**config.mk**
```make
export PLATFORM = sky130hd
export DESIGN_NAME = deac_ctrl
export DESIGN_NICKNAME = d
export VERILOG_FILES = /design/src/design/deac_unlock.v /design/src/design/deac_ctrl.v
export VERILOG_INCLUDE_DIRS = /design/src /design/src/design
export SDC_FILE = /design/constraint.sdc
export NUM_CORES = 1
export LEC_CHECK = 0
export ABC_AREA = 0
export BUFFER_PORTS_ARGS = -buffer_cell sky130_fd_sc_hd__buf_2
export CAP_MARGIN = 10
export CORE_MARGIN = 2
export CORE_UTILIZATION = 55
export CTS_CLUSTER_DIAMETER = 120
export DETAILED_ROUTE_END_ITERATION = 8
export PLACE_DENSITY_LB_ADDON = 0.25
export SLEW_MARGIN = 15
export SYNTH_ARGS = -nofsm -noshare
export SYNTH_HDL_FRONTEND = slang
export SYNTH_HIERARCHICAL = 1
export SYNTH_SLANG_ARGS = --single-unit
```
**constraint.sdc**
```tcl
create_clock -name clock -period 2.52 [get_ports clock]
set_input_delay 0.378 -clock clock [delete_from_list [all_inputs] [get_ports clock]]
set_output_delay 0.378 -clock clock [all_outputs]
set_load 0.05 [all_outputs]
```
**src/design/deac_map.vh**
```
// What this block does
// - read byte lands in data low next cycle
// - data low holds until next read or write
// - core reads ignore data protect bit
// - write needs 55h, AAh, then write strobe
// - write strobe blocked while write permit clear
// - write permit changed only by software, reset
// - clearing write permit does not abort write
// - write end clears strobe, sets done flag
// - reset clears write permit
// - power-up timer blocks write start
// - protected data denies external access
// - program read: two cycles, word to data
// - done flag raises irq with enables
`ifndef DEAC_MAP_VH
`define DEAC_MAP_VH
`define DEAC_UNLOCK_FIRST 8'h55
`define DEAC_UNLOCK_SECOND 8'hAA
`define DEAC_CLK_NS 10
`define DEAC_PWRUP_MS 64
`define DEAC_PWRUP_CYCLES ((`DEAC_PWRUP_MS * 1000000) / `DEAC_CLK_NS)
`define DEAC_WRITE_CYCLES 400000
`define DEAC_PROG_READ_CYCLES 2
`define DEAC_DATA_RESET 8'h00
`endif

```
**src/design/deac_unlock.v**
```verilog
`timescale 1ns/1ns
`include "deac_map.vh"
module deac_unlock (
  input wire clock,
  input wire rst,
  input wire unlock_we,
  input wire [7:0] unlock_data,
  input wire ctrl_we,
  input wire consume,
  output reg armed_q
);
  reg first_q;
  always @(posedge clock) begin
    if (rst) begin
      first_q <= 1'b0;
      armed_q <= 1'b0;
    end else if (unlock_we) begin
      // any other unlock value breaks the sequence
      first_q <= (unlock_data == `DEAC_UNLOCK_FIRST);
      armed_q <= first_q && (unlock_data == `DEAC_UNLOCK_SECOND);
    end else if (ctrl_we || consume) begin
      // the strobe must come with the next control write; one arming per byte
      first_q <= 1'b0;
      armed_q <= 1'b0;
    end
  end
endmodule

```
**src/design/deac_ctrl.v**
```verilog
`timescale 1ns/1ns
`include "deac_map.vh"
module deac_ctrl #(
  parameter AW = 15,
  parameter PWRUP_CYCLES = `DEAC_PWRUP_CYCLES,
  parameter WRITE_CYCLES = `DEAC_WRITE_CYCLES
) (
  input wire clock,
  input wire rst,
  input wire addr_low_we,
  input wire addr_high_we,
  input wire data_low_we,
  input wire data_high_we,
  input wire [7:0] wdata,
  input wire unlock_we,
  input wire ctrl_we,
  input wire program_space_select_in,
  input wire config_space_select_in,
  input wire write_permit_in,
  input wire write_strobe_in,
  input wire read_strobe_in,
  input wire done_flag_we,
  input wire done_flag_in,
  input wire write_done_irq_enable,
  input wire global_irq_enable,
  input wire peripheral_irq_enable,
  input wire data_protect_n,
  input wire ext_access_req,
  input wire [7:0] ee_rdata,
  input wire [13:0] prog_rdata,
  output reg [7:0] nv_address_low_q,
  output reg [AW-9:0] nv_address_high_q,
  output reg [7:0] nv_data_low_q,
  output reg [7:0] nv_data_high_q,
  output reg program_space_select_q,
  output reg config_space_select_q,
  output reg write_permit_q,
  output reg write_strobe_q,
  output reg write_done_flag_q,
  output reg irq_q,
  output reg ee_write_q,
  output reg ext_access_grant_q,
  output reg prog_busy_q
);
  localparam ST_IDLE = 3'b001;
  localparam ST_PROG = 3'b010;
  localparam ST_WRITE = 3'b100;
  localparam [31:0] PWR_W = PWRUP_CYCLES;
  localparam [31:0] WR_W = WRITE_CYCLES;
  localparam [31:0] PROG_W = `DEAC_PROG_READ_CYCLES;

  // shared counter step; the power-up counter stops at its limit and the write counter clears, so no wrap is reached
  function [31:0] count_next;
    input [31:0] count;
    begin
      count_next = count + 32'h00000001;
    end
  endfunction

  // true on the cycle whose step brings the count to its limit
  function reached;
    input [31:0] count;
    input [31:0] limit;
    begin
      reached = (count_next(count) >= limit);
    end
  endfunction

  reg [2:0] state_q;
  reg [31:0] pwr_cnt_q;
  reg [31:0] wr_cnt_q;
  reg [1:0] prog_cnt_q;
  reg pwr_done_q;
  wire armed;
  wire consume;
  wire busy;
  wire data_space;
  wire start_write;
  wire start_read;
  wire prog_read;
  wire data_read;
  wire write_last;
  wire prog_last;
  reg [2:0] state_d;
  reg prot_meta_q;
  reg prot_sync_q;
  reg req_meta_q;
  reg req_sync_q;

  assign busy = (state_q != ST_IDLE);
  assign data_space = !program_space_select_q && !config_space_select_q;
  // strobe taken only when armed, permitted, timer elapsed and idle
  assign start_write = ctrl_we && write_strobe_in && write_permit_in && armed
    && pwr_done_q && !busy;
  assign start_read = ctrl_we && read_strobe_in && !busy;
  assign consume = start_write;
  assign prog_read = start_read && program_space_select_in && !start_write;
  // config-space reads are accepted but do nothing
  assign data_read = start_read && !program_space_select_in && !config_space_select_in
    && !start_write;
  assign write_last = (state_q == ST_WRITE) && reached(wr_cnt_q, WR_W);
  assign prog_last = (state_q == ST_PROG)
    && ({{30{1'b0}}, prog_cnt_q} == (PROG_W - 32'h00000001));

  deac_unlock u_unlock (
    .clock(clock),
    .rst(rst),
    .unlock_we(unlock_we && !busy),
    .unlock_data(wdata),
    .ctrl_we(ctrl_we),
    .consume(consume),
    .armed_q(armed)
  );

  // power-up timer counts after reset release
  always @(posedge clock) begin
    if (rst) begin
      pwr_cnt_q <= 32'h00000000;
      pwr_done_q <= 1'b0;
    end else if (!pwr_done_q) begin
      pwr_cnt_q <= count_next(pwr_cnt_q);
      pwr_done_q <= reached(pwr_cnt_q, PWR_W);
    end
  end

  // address registers
  always @(posedge clock) begin
    if (rst) begin
      nv_address_low_q <= 8'h00;
      nv_address_high_q <= {(AW-8){1'b0}};
    end else begin
      if (addr_low_we) begin
        nv_address_low_q <= wdata;
      end
      if (addr_high_we) begin
        nv_address_high_q <= wdata[AW-9:0];
      end
    end
  end

  // control bits; write permit only from software or reset
  always @(posedge clock) begin
    if (rst) begin
      program_space_select_q <= 1'b0;
      config_space_select_q <= 1'b0;
      write_permit_q <= 1'b0;
    end else if (ctrl_we) begin
      program_space_select_q <= program_space_select_in;
      config_space_select_q <= config_space_select_in;
      write_permit_q <= write_permit_in;
    end
  end

  // next-state decode; a write request wins over a read in the same control write
  always @* begin
    state_d = state_q;
    case (state_q)
      ST_IDLE: begin
        if (start_write) begin
          state_d = ST_WRITE;
        end else if (prog_read) begin
          state_d = ST_PROG;
        end
      end
      ST_PROG: begin
        if (prog_last) begin
          state_d = ST_IDLE;
        end
      end
      ST_WRITE: begin
        if (write_last) begin
          state_d = ST_IDLE;
        end
      end
      default: begin
        state_d = ST_IDLE;
      end
    endcase
  end

  always @(posedge clock) begin
    if (rst) begin
      state_q <= ST_IDLE;
    end else begin
      state_q <= state_d;
    end
  end

  // self-timed write; write permit no longer looked at
  always @(posedge clock) begin
    if (rst) begin
      wr_cnt_q <= 32'h00000000;
    end else if (state_q == ST_WRITE) begin
      wr_cnt_q <= count_next(wr_cnt_q);
    end else begin
      wr_cnt_q <= 32'h00000000;
    end
  end

  // counts the cycles of a program read until its last cycle
  always @(posedge clock) begin
    if (rst) begin
      prog_cnt_q <= 2'b00;
    end else if (state_q == ST_PROG) begin
      prog_cnt_q <= prog_cnt_q + 2'b01;
    end else begin
      prog_cnt_q <= 2'b00;
    end
  end

  always @(posedge clock) begin
    if (rst) begin
      write_strobe_q <= 1'b0;
    end else if (start_write) begin
      write_strobe_q <= 1'b1;
    end else if (write_last) begin
      write_strobe_q <= 1'b0;
    end
  end

  always @(posedge clock) begin
    if (rst) begin
      prog_busy_q <= 1'b0;
    end else if (prog_read) begin
      prog_busy_q <= 1'b1;
    end else if (prog_last) begin
      prog_busy_q <= 1'b0;
    end
  end

  always @(posedge clock) begin
    if (rst) begin
      ee_write_q <= 1'b0;
    end else begin
      ee_write_q <= write_last;
    end
  end

  // a read result overrides a software write in the same cycle
  always @(posedge clock) begin
    if (rst) begin
      nv_data_low_q <= `DEAC_DATA_RESET;
    end else if (prog_last) begin
      nv_data_low_q <= prog_rdata[7:0];
    end else if (data_read) begin
      nv_data_low_q <= ee_rdata;
    end else if (data_low_we) begin
      nv_data_low_q <= wdata;
    end
  end

  always @(posedge clock) begin
    if (rst) begin
      nv_data_high_q <= `DEAC_DATA_RESET;
    end else if (prog_last) begin
      nv_data_high_q <= {2'b00, prog_rdata[13:8]};
    end else if (data_high_we) begin
      nv_data_high_q <= wdata;
    end
  end

  // done flag: hardware set beats software clear
  always @(posedge clock) begin
    if (rst) begin
      write_done_flag_q <= 1'b0;
      irq_q <= 1'b0;
    end else begin
      if (write_last) begin
        write_done_flag_q <= 1'b1;
      end else if (done_flag_we) begin
        write_done_flag_q <= done_flag_in;
      end
      irq_q <= write_done_flag_q && write_done_irq_enable && global_irq_enable
        && peripheral_irq_enable;
    end
  end

  // protect level crosses in through two flops; resets to protected for safety
  always @(posedge clock) begin
    if (rst) begin
      prot_meta_q <= 1'b0;
      prot_sync_q <= 1'b0;
    end else begin
      prot_meta_q <= data_protect_n;
      prot_sync_q <= prot_meta_q;
    end
  end

  // external request comes from another domain
  always @(posedge clock) begin
    if (rst) begin
      req_meta_q <= 1'b0;
      req_sync_q <= 1'b0;
    end else begin
      req_meta_q <= ext_access_req;
      req_sync_q <= req_meta_q;
    end
  end

  // external access only when data is unprotected
  always @(posedge clock) begin
    if (rst) begin
      ext_access_grant_q <= 1'b0;
    end else begin
      ext_access_grant_q <= req_sync_q && prot_sync_q;
    end
  end
endmodule

```
# Word-level counts from Yosys, hierarchy flattened
# Index checks and enable logic that the tools add are counted.
# op_classes
addsub	3
magnitude_cmp	2
n_eq_ne	10
muxes	20
bitwise_logic	2
n_reduce_logical	35
# ops
op	count
32-bit by 1-bit adder with 32-bit output, second input constant	2
32-bit by 19-bit >= comparator with 1-bit output, second input constant	1
32-bit by 23-bit >= comparator with 1-bit output, second input constant	1
8-bit 2-to-1 mux	3
1-bit logical AND	20
3-bit 2-to-1 mux	4
6-bit 2-to-1 mux	2
1-bit 2-to-1 mux	10
2-bit nonzero test	5
3-bit one-hot mux with 3 select lines	1
8-bit by 7-bit == test with 1-bit output, second input constant	1
8-bit == test, second input constant	1
2-bit OR reduction	3
1-bit logical NOT	4
2-bit inequality test, second input constant	2
3-bit by 1-bit == test with 1-bit output, second input constant	1
3-bit by 2-bit == test with 1-bit output, second input constant	1
3-bit == test, second input constant	1
3-bit by 1-bit inequality test with 1-bit output, second input constant	1
3-bit inequality test, second input constant	1
3-bit AND reduction	1
3-bit nonzero test	1
2-bit by 1-bit adder with 2-bit output, second input constant	1
2-bit by 1-bit == test with 1-bit output, second input constant	1
other kinds (2)	3
# totals
reg_bits	116
in_bits	50
out_inout_bits	40
word_cells	97

# Logic depth before layout (Yosys ltp)
# Gate-level depths: netlist of the first run.
# depth
word_depth	10
depth_mapped	9
mapped_depth_nobuf	8

# Hierarchy
# The synthesis of the first run kept the hierarchy.
# modules_own_cells
module	n_inst	cells_each	area_per_inst_um2	seq_area_each_um2
deac_ctrl	1	650	5591.6	2282.2
deac_unlock	1	12	126.4	40.0

# Least setup slack after synthesis of the first run
# OpenSTA, ideal clock, no wires.
# synth_path
path_type	register -> register
startpoint	register wr_cnt_q[1]
endpoint	register write_strobe_q
setup_ns	0.116
arrival_time_ns	2.204
required_ns	2.404
slack_ns	0.200
stages_incl_launch_ff	10
path_buffers	1
period_less_slack_ns	2.320
cell_sequence	dfxtp_1 > ha_1 > buf_2 > nand4_1 > nor4_2 > nor4bb_1 > o21ai_0 > a221oi_2 > nor2_1 > a41o_1
# synth_via
elab_chain_cells	4
# synth_lines
element	line_no	text
from (decl)	deac_ctrl.v:71	reg [31:0] wr_cnt_q;
from (signal assigned)	deac_ctrl.v:194	wr_cnt_q <= count_next(wr_cnt_q);
32-bit by 1-bit adder with 32-bit output	deac_ctrl.v:56	count_next = count + 32'h00000001;
32-bit by 19-bit >= comparator with 1-bit output	deac_ctrl.v:65	reached = (count_next(count) >= limit);
1-bit logical AND	deac_ctrl.v:101	assign write_last = (state_q == ST_WRITE) && reached(wr_cnt_q, WR_W);
2-bit nonzero test (no line)	--	
to (signal assigned)	deac_ctrl.v:213	write_strobe_q <= 1'b0;
to (signal assigned)	deac_ctrl.v:215	write_strobe_q <= 1'b1;
to (signal assigned)	deac_ctrl.v:217	write_strobe_q <= 1'b0;
to (decl)	deac_ctrl.v:38	output reg write_strobe_q,
# Every way passes these cells.
# A chain may end at the register's enable or synchronous reset.

# Final worst setup path of the first run
# layout_path
startpoint	register wr_cnt_q[10]
endpoint	register state_q[0]
# layout_via
elab_chain_cells	5
# layout_lines
element	line_no	text
32-bit by 1-bit adder with 32-bit output	deac_ctrl.v:56	
32-bit by 19-bit >= comparator with 1-bit output	deac_ctrl.v:65	
1-bit logical AND	deac_ctrl.v:101	
2-bit inequality test (no line)	--	
3-bit AND reduction (no line)	--	
to (signal assigned)	deac_ctrl.v:185	state_q <= state_d;
to (decl)	deac_ctrl.v:69	reg [2:0] state_q;
# Every way passes these cells.

==> impl_metrics.json, run 1 <==
{
  "clockBufferDepth": 2,
  "gp_congestion": 0.908,
  "placedCellCount": 866,
  "setup_violations": 0,
  "grt_max_degree": 75,
  "synth_cell_types": 61,
  "ys_ff_latch": 116,
  "layout-drive-gt1-share_pct": 21.9,
  "critPathArrivalTime_ns": 2.76,
  "port_buffers": 89,
  "synth_top_family_by_area": "simple AND/OR/NAND/NOR gates",
  "power.density_mw_per_mm2": 671,
  "clock_skew_ns": 0.00849,
  "synth_edf_count": 0,
  "fin_crit_ns": 2.38,
  "synthXorXnorAreaFrac_pct": 9.50,
  "synthToLayoutAreaGrowth_pct": 21.8,
  "nNetsFinal": 805,
  "slew_viol_final": 0,
  "synthFlopType": "dfxtp_1",
  "ioPinCount": 90,
  "die-area_mm2": 0.0112,
  "leakage_nw": 2.77,
  "grt_pass1_wl_mm": 22.7,
  "vdd_drop_max_mv": 0.608,
  "core_mm2": 0.0102,
  "clk_latency_ns": 0.52,
  "worstReg2RegStart": "wr_cnt_q[10]",
  "endpoint_kind": "register",
  "fin_ws_ns": 0.144,
  "antenna_found_initial": 0,
  "h-tree-depth": 4,
  "die_w_um": 106,
  "row_count": 37,
  "wl_mm": 13.9,
  "dp_hpwl_mm": 9.50,
  "layout_commonest_cell": "dfxtp_1",
  "yosysSeqAreaShare_pct": 40.6,
  "syn_inst": 662,
  "max_freq_mhz": 421,
  "slew_headroom_pct": 41.7,
  "remaining_drc_errors": 0,
  "use_met3_pct": 5.70,
  "cts_made_buffers": 17,
  "grt_pass1_vias": 4900,
  "yosysWarnings": 6,
  "synth-compound-area-share_pct": 10.8,
  "cts_hold_buf": 0,
  "layout_common_cells": "dfxtp_1 (111), nor2_1 (103), buf_2 (89)",
  "critPathMaxFanout": 8,
  "fillers": 812,
  "cts_root_buffer": "clkbuf_8",
  "synthSimpleGateAreaFrac_pct": 29.6,
  "async_reset_ff_share_pct": 0,
  "outcome": "finished, final reports clean",
  "required_ns": 2.90,
  "synth_nets": 715,
  "tightest_slew_ns": 0.872,
  "overflow": 0,
  "via_per_inst": 5.79,
  "syn_area_mm2": 0.00572,
  "grt-busiest-layer": "met2",
  "drt-pass1-iter-count": 5,
  "dp_worst_setup_slack_ns": 0.100,
  "grt.total_usage_pct": 25.2,
  "final_cells": 900,
  "synthMuxAreaShare_pct": 5.43,
  "maxCapViolations": 0,
  "clk_pin_slew_ns": 0.06,
  "drtIter0Drc": 317,
  "num_antenna_cells": 0,
  "period_share_pct": 94.3,
  "hold_path.class": "primary input to register",
  "num_vias": 5213,
  "die_h_um": 106,
  "ant_nets": 0,
  "power_w": 0.00467,
  "syn_avg_cell_area_um2": 8.64,
  "grtUsageMet1_pct": 30.6,
  "min_from": "data_protect_n",
  "avgRoutedWirePerCell_um": 15.4,
  "initial_core_util_pct": 55.9,
  "cts_tree": "built",
  "start_kind": "register",
  "yosys.area_share.adder_pct": 0.656,
  "grt_use_met2_pct": 42.4,
  "numClockSinks": 116,
  "cp-startpoint": "wr_cnt_q[10]",
  "finalHoldViolCount": 0,
  "worstSetupPathType": "register to register"
}
worst max-delay path, stage by stage (launching register included):
cell	delay, ns
dfxtp_1	0.44
nand3_4	0.20
nor4_4	0.31
buf_4	0.19
and3_1	0.24
nand3_1	0.09
nor2b_1	0.17
a2111oi_4	0.44
a32oi_1	0.16
layer usage:
metal	up-vias	routed length (µm)
met5	-	0
met4	0	318
met3	30	582
met2	123	7040
met1	2518	5940
li1	2542	-
final timing paths:
kind	slack [ns]	end	cells after the start
worst max register to register	0.14	state_q[0]	8
worst min-delay path	0.08	prot_meta_q	2
worst min register to register	0.43	prog_cnt_q[0]	1
worst max-delay path	0.14	state_q[0]	8
report_power, final:
group / total (W) / switching (W) / leakage (nW) / internal [W]
registers: 0.00191 / 0.0000291 / 0.946 / 0.00188
logic: 0.000373 / 0.000258 / 1.53 / 0.000114
clock network: 0.00238 / 0.000819 / 0.296 / 0.00156
total: 0.00467 / 0.00111 / 2.77 / 0.00356
repair_timing:
| item | 4_1_cts | 5_1_grt |
|---|---|---|
| resized for setup | 0 | 10 |
| endpoints found under the hold margin | 0 | 0 |
| setup buffers | 0 | 3 |
| endpoints found under the setup margin | 0 | 9 |
Yosys cell counts, drive strengths merged, types with 3 or more instances:
cell type / n / area share, %
nand2b: 6 / 0.66
clkbuf: 29 / 1.9
nor4: 11 / 2.2
mux2i: 31 / 5.4
or3: 9 / 0.98
a21oi: 23 / 2.0
o221ai: 8 / 1.2
nand3: 37 / 3.7
nor4bb: 3 / 0.53
and2: 5 / 0.55
xor2: 32 / 4.9
a211oi: 6 / 0.79
and3: 11 / 1.2
nand2: 34 / 2.2
xnor2: 30 / 4.6
nand4: 24 / 2.6
nor2b: 7 / 0.77
nor2: 104 / 6.8
inv: 9 / 0.59
nor3: 21 / 2.0
a31oi: 8 / 0.88
nand4b: 5 / 0.77
ha: 3 / 0.66
nand3b: 15 / 2.0
o21ai: 26 / 2.3
and4: 10 / 1.6
dfxtp: 116 / 41
buf: 11 / 0.83
registers in the layout (all words and copies together) (netlist names), 2 cells and up:
signal             flops
pwr_cnt_q             32
wr_cnt_q              32
nv_address_low_q       8
nv_data_high_q         8
nv_data_low_q          8
nv_address_high_q      7
state_q                3
prog_cnt_q             2
area by class of cell:
cell class	count	area, µm²	area share, %
clock buffers	20	455	6.54
clock inverters	11	133	1.91
inverters	9	33.8	0.485
multi-input cells	497	3230	46.4
flip-flops and latches	116	2330	33.4
well taps	136	170	2.44
repair buffers	111	611	8.77
per-stage QoR:
step | utilization, % | cell area [µm²] | hold slack (ns) | TNS [ns]
2_1_floorplan | - | 5720 | 0.405 | 0
3_5_place_dp | 61.8 | 6320 | 0.427 | 0
3_3_place_gp | 61.8 | 6320 | 0.413 | 0
6_report | 68.0 | 6960 | 0.0795 | 0
4_1_cts | 67.5 | 6910 | 0.0722 | 0
5_1_grt | 68.0 | 6960 | 0.0735 | -0.0115
logic make-up (layout without fill, tap and decap cells):
| kind of cell | Yosys count | after routing |
|---|---|---|
| compound gates | 92 | 92 |
| buf+inv | 49 | 151 |
| flops | 116 | 116 |
| fa+ha+maj | 3 | 3 |
| simple gates | 309 | 309 |
| mux | 31 | 31 |
| xor+xnor | 62 | 62 |
(Power assumes the default switching activity.)
==> run 2, diff against run 1 <==
--- a/config.mk
+++ b/config.mk
@@ -9,8 +9,10 @@
 export ABC_AREA = 0
 export BUFFER_PORTS_ARGS = -buffer_cell sky130_fd_sc_hd__buf_2
 export CAP_MARGIN = 10
+export CELL_PAD_IN_SITES_DETAIL_PLACEMENT = 1
+export CELL_PAD_IN_SITES_GLOBAL_PLACEMENT = 1
 export CORE_MARGIN = 2
-export CORE_UTILIZATION = 55
+export CORE_UTILIZATION = 43
 export CTS_CLUSTER_DIAMETER = 120
 export DETAILED_ROUTE_END_ITERATION = 8
 export PLACE_DENSITY_LB_ADDON = 0.25
==> impl_metrics.json, run 2 (synthesis results as in run 1) <==
{
  "outcome": "finished, final reports clean",
  "clockBufferDepth": 2,
  "wl_mm": 16.1,
  "period_share_pct": 93.4,
  "slowest_delay_ns": 0.42,
  "tightest_slew_ns": 0.888,
  "ioPinCount": 90,
  "final_util_pct": 53.3,
  "hold_depth": 2,
  "grt_pass1_vias": 5330,
  "die_h_um": 119,
  "worstSetupPathType": "register to register",
  "port_buffers": 89,
  "power.density_mw_per_mm2": 658,
  "required_ns": 2.83,
  "start_kind": "register",
  "antenna_found_initial": 0,
  "top_layer_used": "met4",
  "critPathArrivalTime_ns": 2.66,
  "cts_hold_buf": 0,
  "setup_violations": 0,
  "core_mm2": 0.0131,
  "die_w_um": 119,
  "cp-startpoint": "wr_cnt_q[0]",
  "hold_path.class": "primary input to register",
  "endpoint_kind": "register",
  "max_freq_mhz": 425,
  "overflow": 0,
  "drt-pass1-iter-count": 4,
  "fin_crit_ns": 2.35,
  "slew_viol_final": 0,
  "layout-drive-gt1-share_pct": 21.8,
  "timing.hold.ws_ns": 0.180,
  "die-area_mm2": 0.0142,
  "postPlaceCellArea_mm2": 0.00638,
  "clk_latency_ns": 0.42,
  "grt_max_degree": 75,
  "rr_worst_depth": 8,
  "cts_root_buffer": "clkbuf_16",
  "drtIter0Drc": 268,
  "cts_tree": "built",
  "leakage_nw": 2.76,
  "min_from": "ext_access_req",
  "slew_headroom_pct": 40.7,
  "wl_met3_um": 421,
  "fillers": 1595,
  "via_per_inst": 5.49,
  "grt_pass1_wl_mm": 26.4,
  "vdd_drop_max_mv": 0.465,
  "nNetsFinal": 806,
  "path_cells": "ha_1, nand4_1, nor4_4, nor4bb_2, o21ai_0, a221oi_2, nor2_2, a41o_1",
  "wl_met2_mm": 8.20,
  "drt-met1-wl_mm": 7.16,
  "critPathMaxFanout": 9,
  "remaining_drc_errors": 0,
  "num_vias": 5162,
  "maxCapViolations": 0,
  "initial_core_util_pct": 43.5,
  "dp_hpwl_mm": 10.9,
  "cts_made_buffers": 17,
  "finalHoldViolCount": 0,
  "synthToLayoutAreaGrowth_pct": 22.5,
  "avgRoutedWirePerCell_um": 17.1,
  "clk_pin_slew_ns": 0.05,
  "h-tree-depth": 4,
  "layout_commonest_cell": "dfxtp_1",
  "grt.total_usage_pct": 23.1,
  "fin_area_mm2": 0.00701,
  "row_count": 42,
  "gp_congestion": 0.858,
  "numClockSinks": 116,
  "worstReg2RegStart": "wr_cnt_q[0]",
  "ant_nets": 0,
  "num_antenna_cells": 0,
  "layout_common_cells": "dfxtp_1 (112), nor2_1 (103), buf_2 (89)",
  "slowest_stage": "dfxtp_2",
  "clock_skew_ns": 0.00647,
  "reg_top3": "pwr_cnt_q x32, wr_cnt_q x32"
}
[run 2: final timing paths]
kind	endpoint	slack, ns
setup / recovery	write_strobe_q	0.17
hold / removal	req_meta_q	0.18
setup reg to reg	write_strobe_q	0.17
hold reg to reg	prot_sync_q	0.45
[run 2: metal layers]
metal | track usage (%) | vias to the layer above
met5 | 0 | -
met4 | 9.04 | 0
met3 | 5.56 | 25
met2 | 40.1 | 62
met1 | 27.5 | 2526
li1 | - | 2549
[run 2: critical path, delay by kind of cell, from the launching register on]
kind / cells / cell delay (ns)
flops: 1 / 0.42
fa+ha+maj: 1 / 0.19
simple gates: 4 / 0.98
compound gates: 3 / 0.65
[run 2: what timing repair did]
item / in CTS / in global routing
setup endpoints to repair: 0 / 11
setup buffers: 0 / 2
gates resized for setup: 0 / 10
[run 2: cell type report]
class	count	area [µm²]	share of cell area, %
Clock buffer	20	457	6.52
Clock inverter	11	110	1.57
Timing Repair Buffer	112	618	8.82
Inverter	9	33.8	0.482
Tap cell	176	220	3.14
Multi-Input combinational cell	497	3240	46.2
Sequential cell	116	2330	33.2
[run 2: where the power goes]
part | internal (W) | switching (W)
combinational | 0.000114 | 0.000264
clock | 0.00148 | 0.000830
sequential | 0.00188 | 0.0000301
total | 0.00348 | 0.00112
[run 2: per-stage QoR]
| step | worst slack [ns] | TNS (ns) | power [W] | cells |
|---|---|---|---|---|
| global route | -0.000931 | -0.000931 | 0.00477 | 941 |
| finish | 0.165 | 0 | 0.00461 | 941 |
| global placement | 0.178 | 0 | 0.00231 | 908 |
| detailed placement | 0.0549 | 0 | 0.00233 | 908 |
| CTS | 0.0529 | 0 | 0.00466 | 939 |
| floorplan | 0.200 | 0 | 0.00220 | 662 |
==> run 3, diff against run 2 <==
--- a/config.mk
+++ b/config.mk
@@ -15,7 +15,7 @@
 export CORE_UTILIZATION = 43
 export CTS_CLUSTER_DIAMETER = 120
 export DETAILED_ROUTE_END_ITERATION = 8
-export PLACE_DENSITY_LB_ADDON = 0.25
+export PLACE_DENSITY_LB_ADDON = 0.12
 export SLEW_MARGIN = 15
 export SYNTH_ARGS = -nofsm -noshare
 export SYNTH_HDL_FRONTEND = slang
==> impl_metrics.json, run 3 (synthesis results as in run 1) <==
{
  "avgRoutedWirePerCell_um": 17.3,
  "h-tree-depth": 4,
  "die_w_um": 119,
  "ant_nets": 0,
  "die-area_mm2": 0.0142,
  "start_kind": "register",
  "required_ns": 2.88,
  "layout_commonest_cell": "dfxtp_1",
  "reg_top3": "pwr_cnt_q x32, wr_cnt_q x32",
  "antenna_found_initial": 0,
  "grt.total_usage_pct": 23.4,
  "slowest_stage": "a2111oi_4",
  "via_per_inst": 5.48,
  "clock_skew_ns": 0.00818,
  "setup_violations": 0,
  "timing.rr.end": "write_strobe_q",
  "critPathMaxFanout": 5,
  "cts_root_buffer": "clkbuf_16",
  "wl_mm": 16.4,
  "path_cells": "nand2_4, nor4_4, buf_4, and3_2, nand3_1, nor2b_1, a2111oi_4, a41o_1",
  "tightest_slew_ns": 0.916,
  "row_count": 42,
  "period_share_pct": 94.0,
  "finalHoldViolCount": 0,
  "power.density_mw_per_mm2": 701,
  "rr_worst_depth": 8,
  "grt_max_degree": 35,
  "vdd_drop_max_mv": 0.529,
  "min_from": "ext_access_req",
  "leakage_nw": 2.88,
  "cts_tree": "built",
  "core_mm2": 0.0131,
  "critPathArrivalTime_ns": 2.72,
  "grt_pass1_wl_mm": 26.7,
  "num_antenna_cells": 0,
  "cp-startpoint": "wr_cnt_q[11]",
  "gp_congestion": 0.816,
  "maxCapViolations": 0,
  "dp_hpwl_mm": 11.5,
  "slew_viol_final": 0,
  "initial_core_util_pct": 43.5,
  "outcome": "finished, final reports clean",
  "clk_pin_slew_ns": 0.05,
  "endpoint_kind": "register",
  "max_freq_mhz": 422,
  "grt_pass1_vias": 5366,
  "num_vias": 5216,
  "layout-drive-gt1-share_pct": 23.6,
  "holdPathEnd": "req_meta_q",
  "cts_made_buffers": 17,
  "overflow": 0,
  "path_buf_inv": 1,
  "clockBufferDepth": 2,
  "hold_path.class": "primary input to register",
  "numClockSinks": 116,
  "slew_headroom_pct": 38.8,
  "fin_setup_tns_ns": 0,
  "ff2ff_setup_slack_ns": 0.15,
  "drtIter0Drc": 209,
  "slowest_delay_ns": 0.47,
  "worstSetupPathType": "register to register",
  "power_w": 0.00505,
  "dp_worst_setup_slack_ns": 0.129,
  "worstReg2RegStart": "wr_cnt_q[11]",
  "die_h_um": 119,
  "hold_depth": 2,
  "fin_ws_ns": 0.152,
  "drt-pass1-iter-count": 4,
  "final_util_pct": 54.8,
  "ioPinCount": 90,
  "crit_family": "simple AND/OR/NAND/NOR gates",
  "layout_common_cells": "dfxtp_1 (107), nor2_1 (102), buf_2 (89)",
  "synthToLayoutAreaGrowth_pct": 26.0,
  "fin_crit_ns": 2.37,
  "remaining_drc_errors": 0,
  "nNetsFinal": 816,
  "port_buffers": 89,
  "cts_hold_buf": 0,
  "clk_latency_ns": 0.42
}
==> run 3: cell type report <==
cell class | count | area [µm²]
fillers | 1579 | 5930
multi-input cells | 497 | 3240
flip-flops and latches | 116 | 2340
repair buffers | 122 | 693
clock buffers | 23 | 478
well taps | 176 | 220
clock inverters | 9 | 198
inverters | 9 | 33.8
==> run 3: worst register-to-register path, delay by kind of cell (launching register included) <==
family	cells	cell delay [ns]
AOI/OAI and AO/OA	2	0.72
buffers and inverters	1	0.18
DFF	1	0.43
and+or+nand+nor	5	0.98
==> run 3: worst max-delay path by stage <==
stage,to,slack (ns),depth (start not counted)
3_3_place_gp,write_strobe_q,0.17,8
5_1_grt,pwr_done_q,-0.003,7
2_1_floorplan,write_strobe_q,0.20,9
6_report,write_strobe_q,0.15,8
3_5_place_dp,write_strobe_q,0.13,8
4_1_cts,state_q[0],0.04,8
==> run 3: metal layers <==
| metal | wire length, µm | track usage, % |
|---|---|---|
| met1 | 7050 | 28.3 |
| met4 | 283 | 8.01 |
| met3 | 495 | 5.12 |
| met2 | 8600 | 41.1 |
| met5 | 0 | 0 |
==> run 3: power breakdown <==
part	leakage (nW)	internal, W	total (W)	switching, W
Clock	0.327	0.00193	0.00276	0.000833
Sequential	0.949	0.00188	0.00191	0.0000297
Combinational	1.60	0.000115	0.000379	0.000263
Total	2.88	0.00393	0.00505	0.00113
==> run 3: timing repair <==
| action | in CTS | in global routing |
|---|---|---|
| resized for setup | 0 | 20 |
| buffers inserted | 0 | 7 |
| setup endpoints to repair | 0 | 10 |
==> run 3: through the flow <==
stage,cell area (µm²),hold slack (ns),std cells
6_report,7210,0.202,952
3_3_place_gp,6420,0.414,913
3_5_place_dp,6420,0.438,913
5_1_grt,7210,0.199,952
4_1_cts,7100,0.201,945
2_1_floorplan,5720,0.405,662
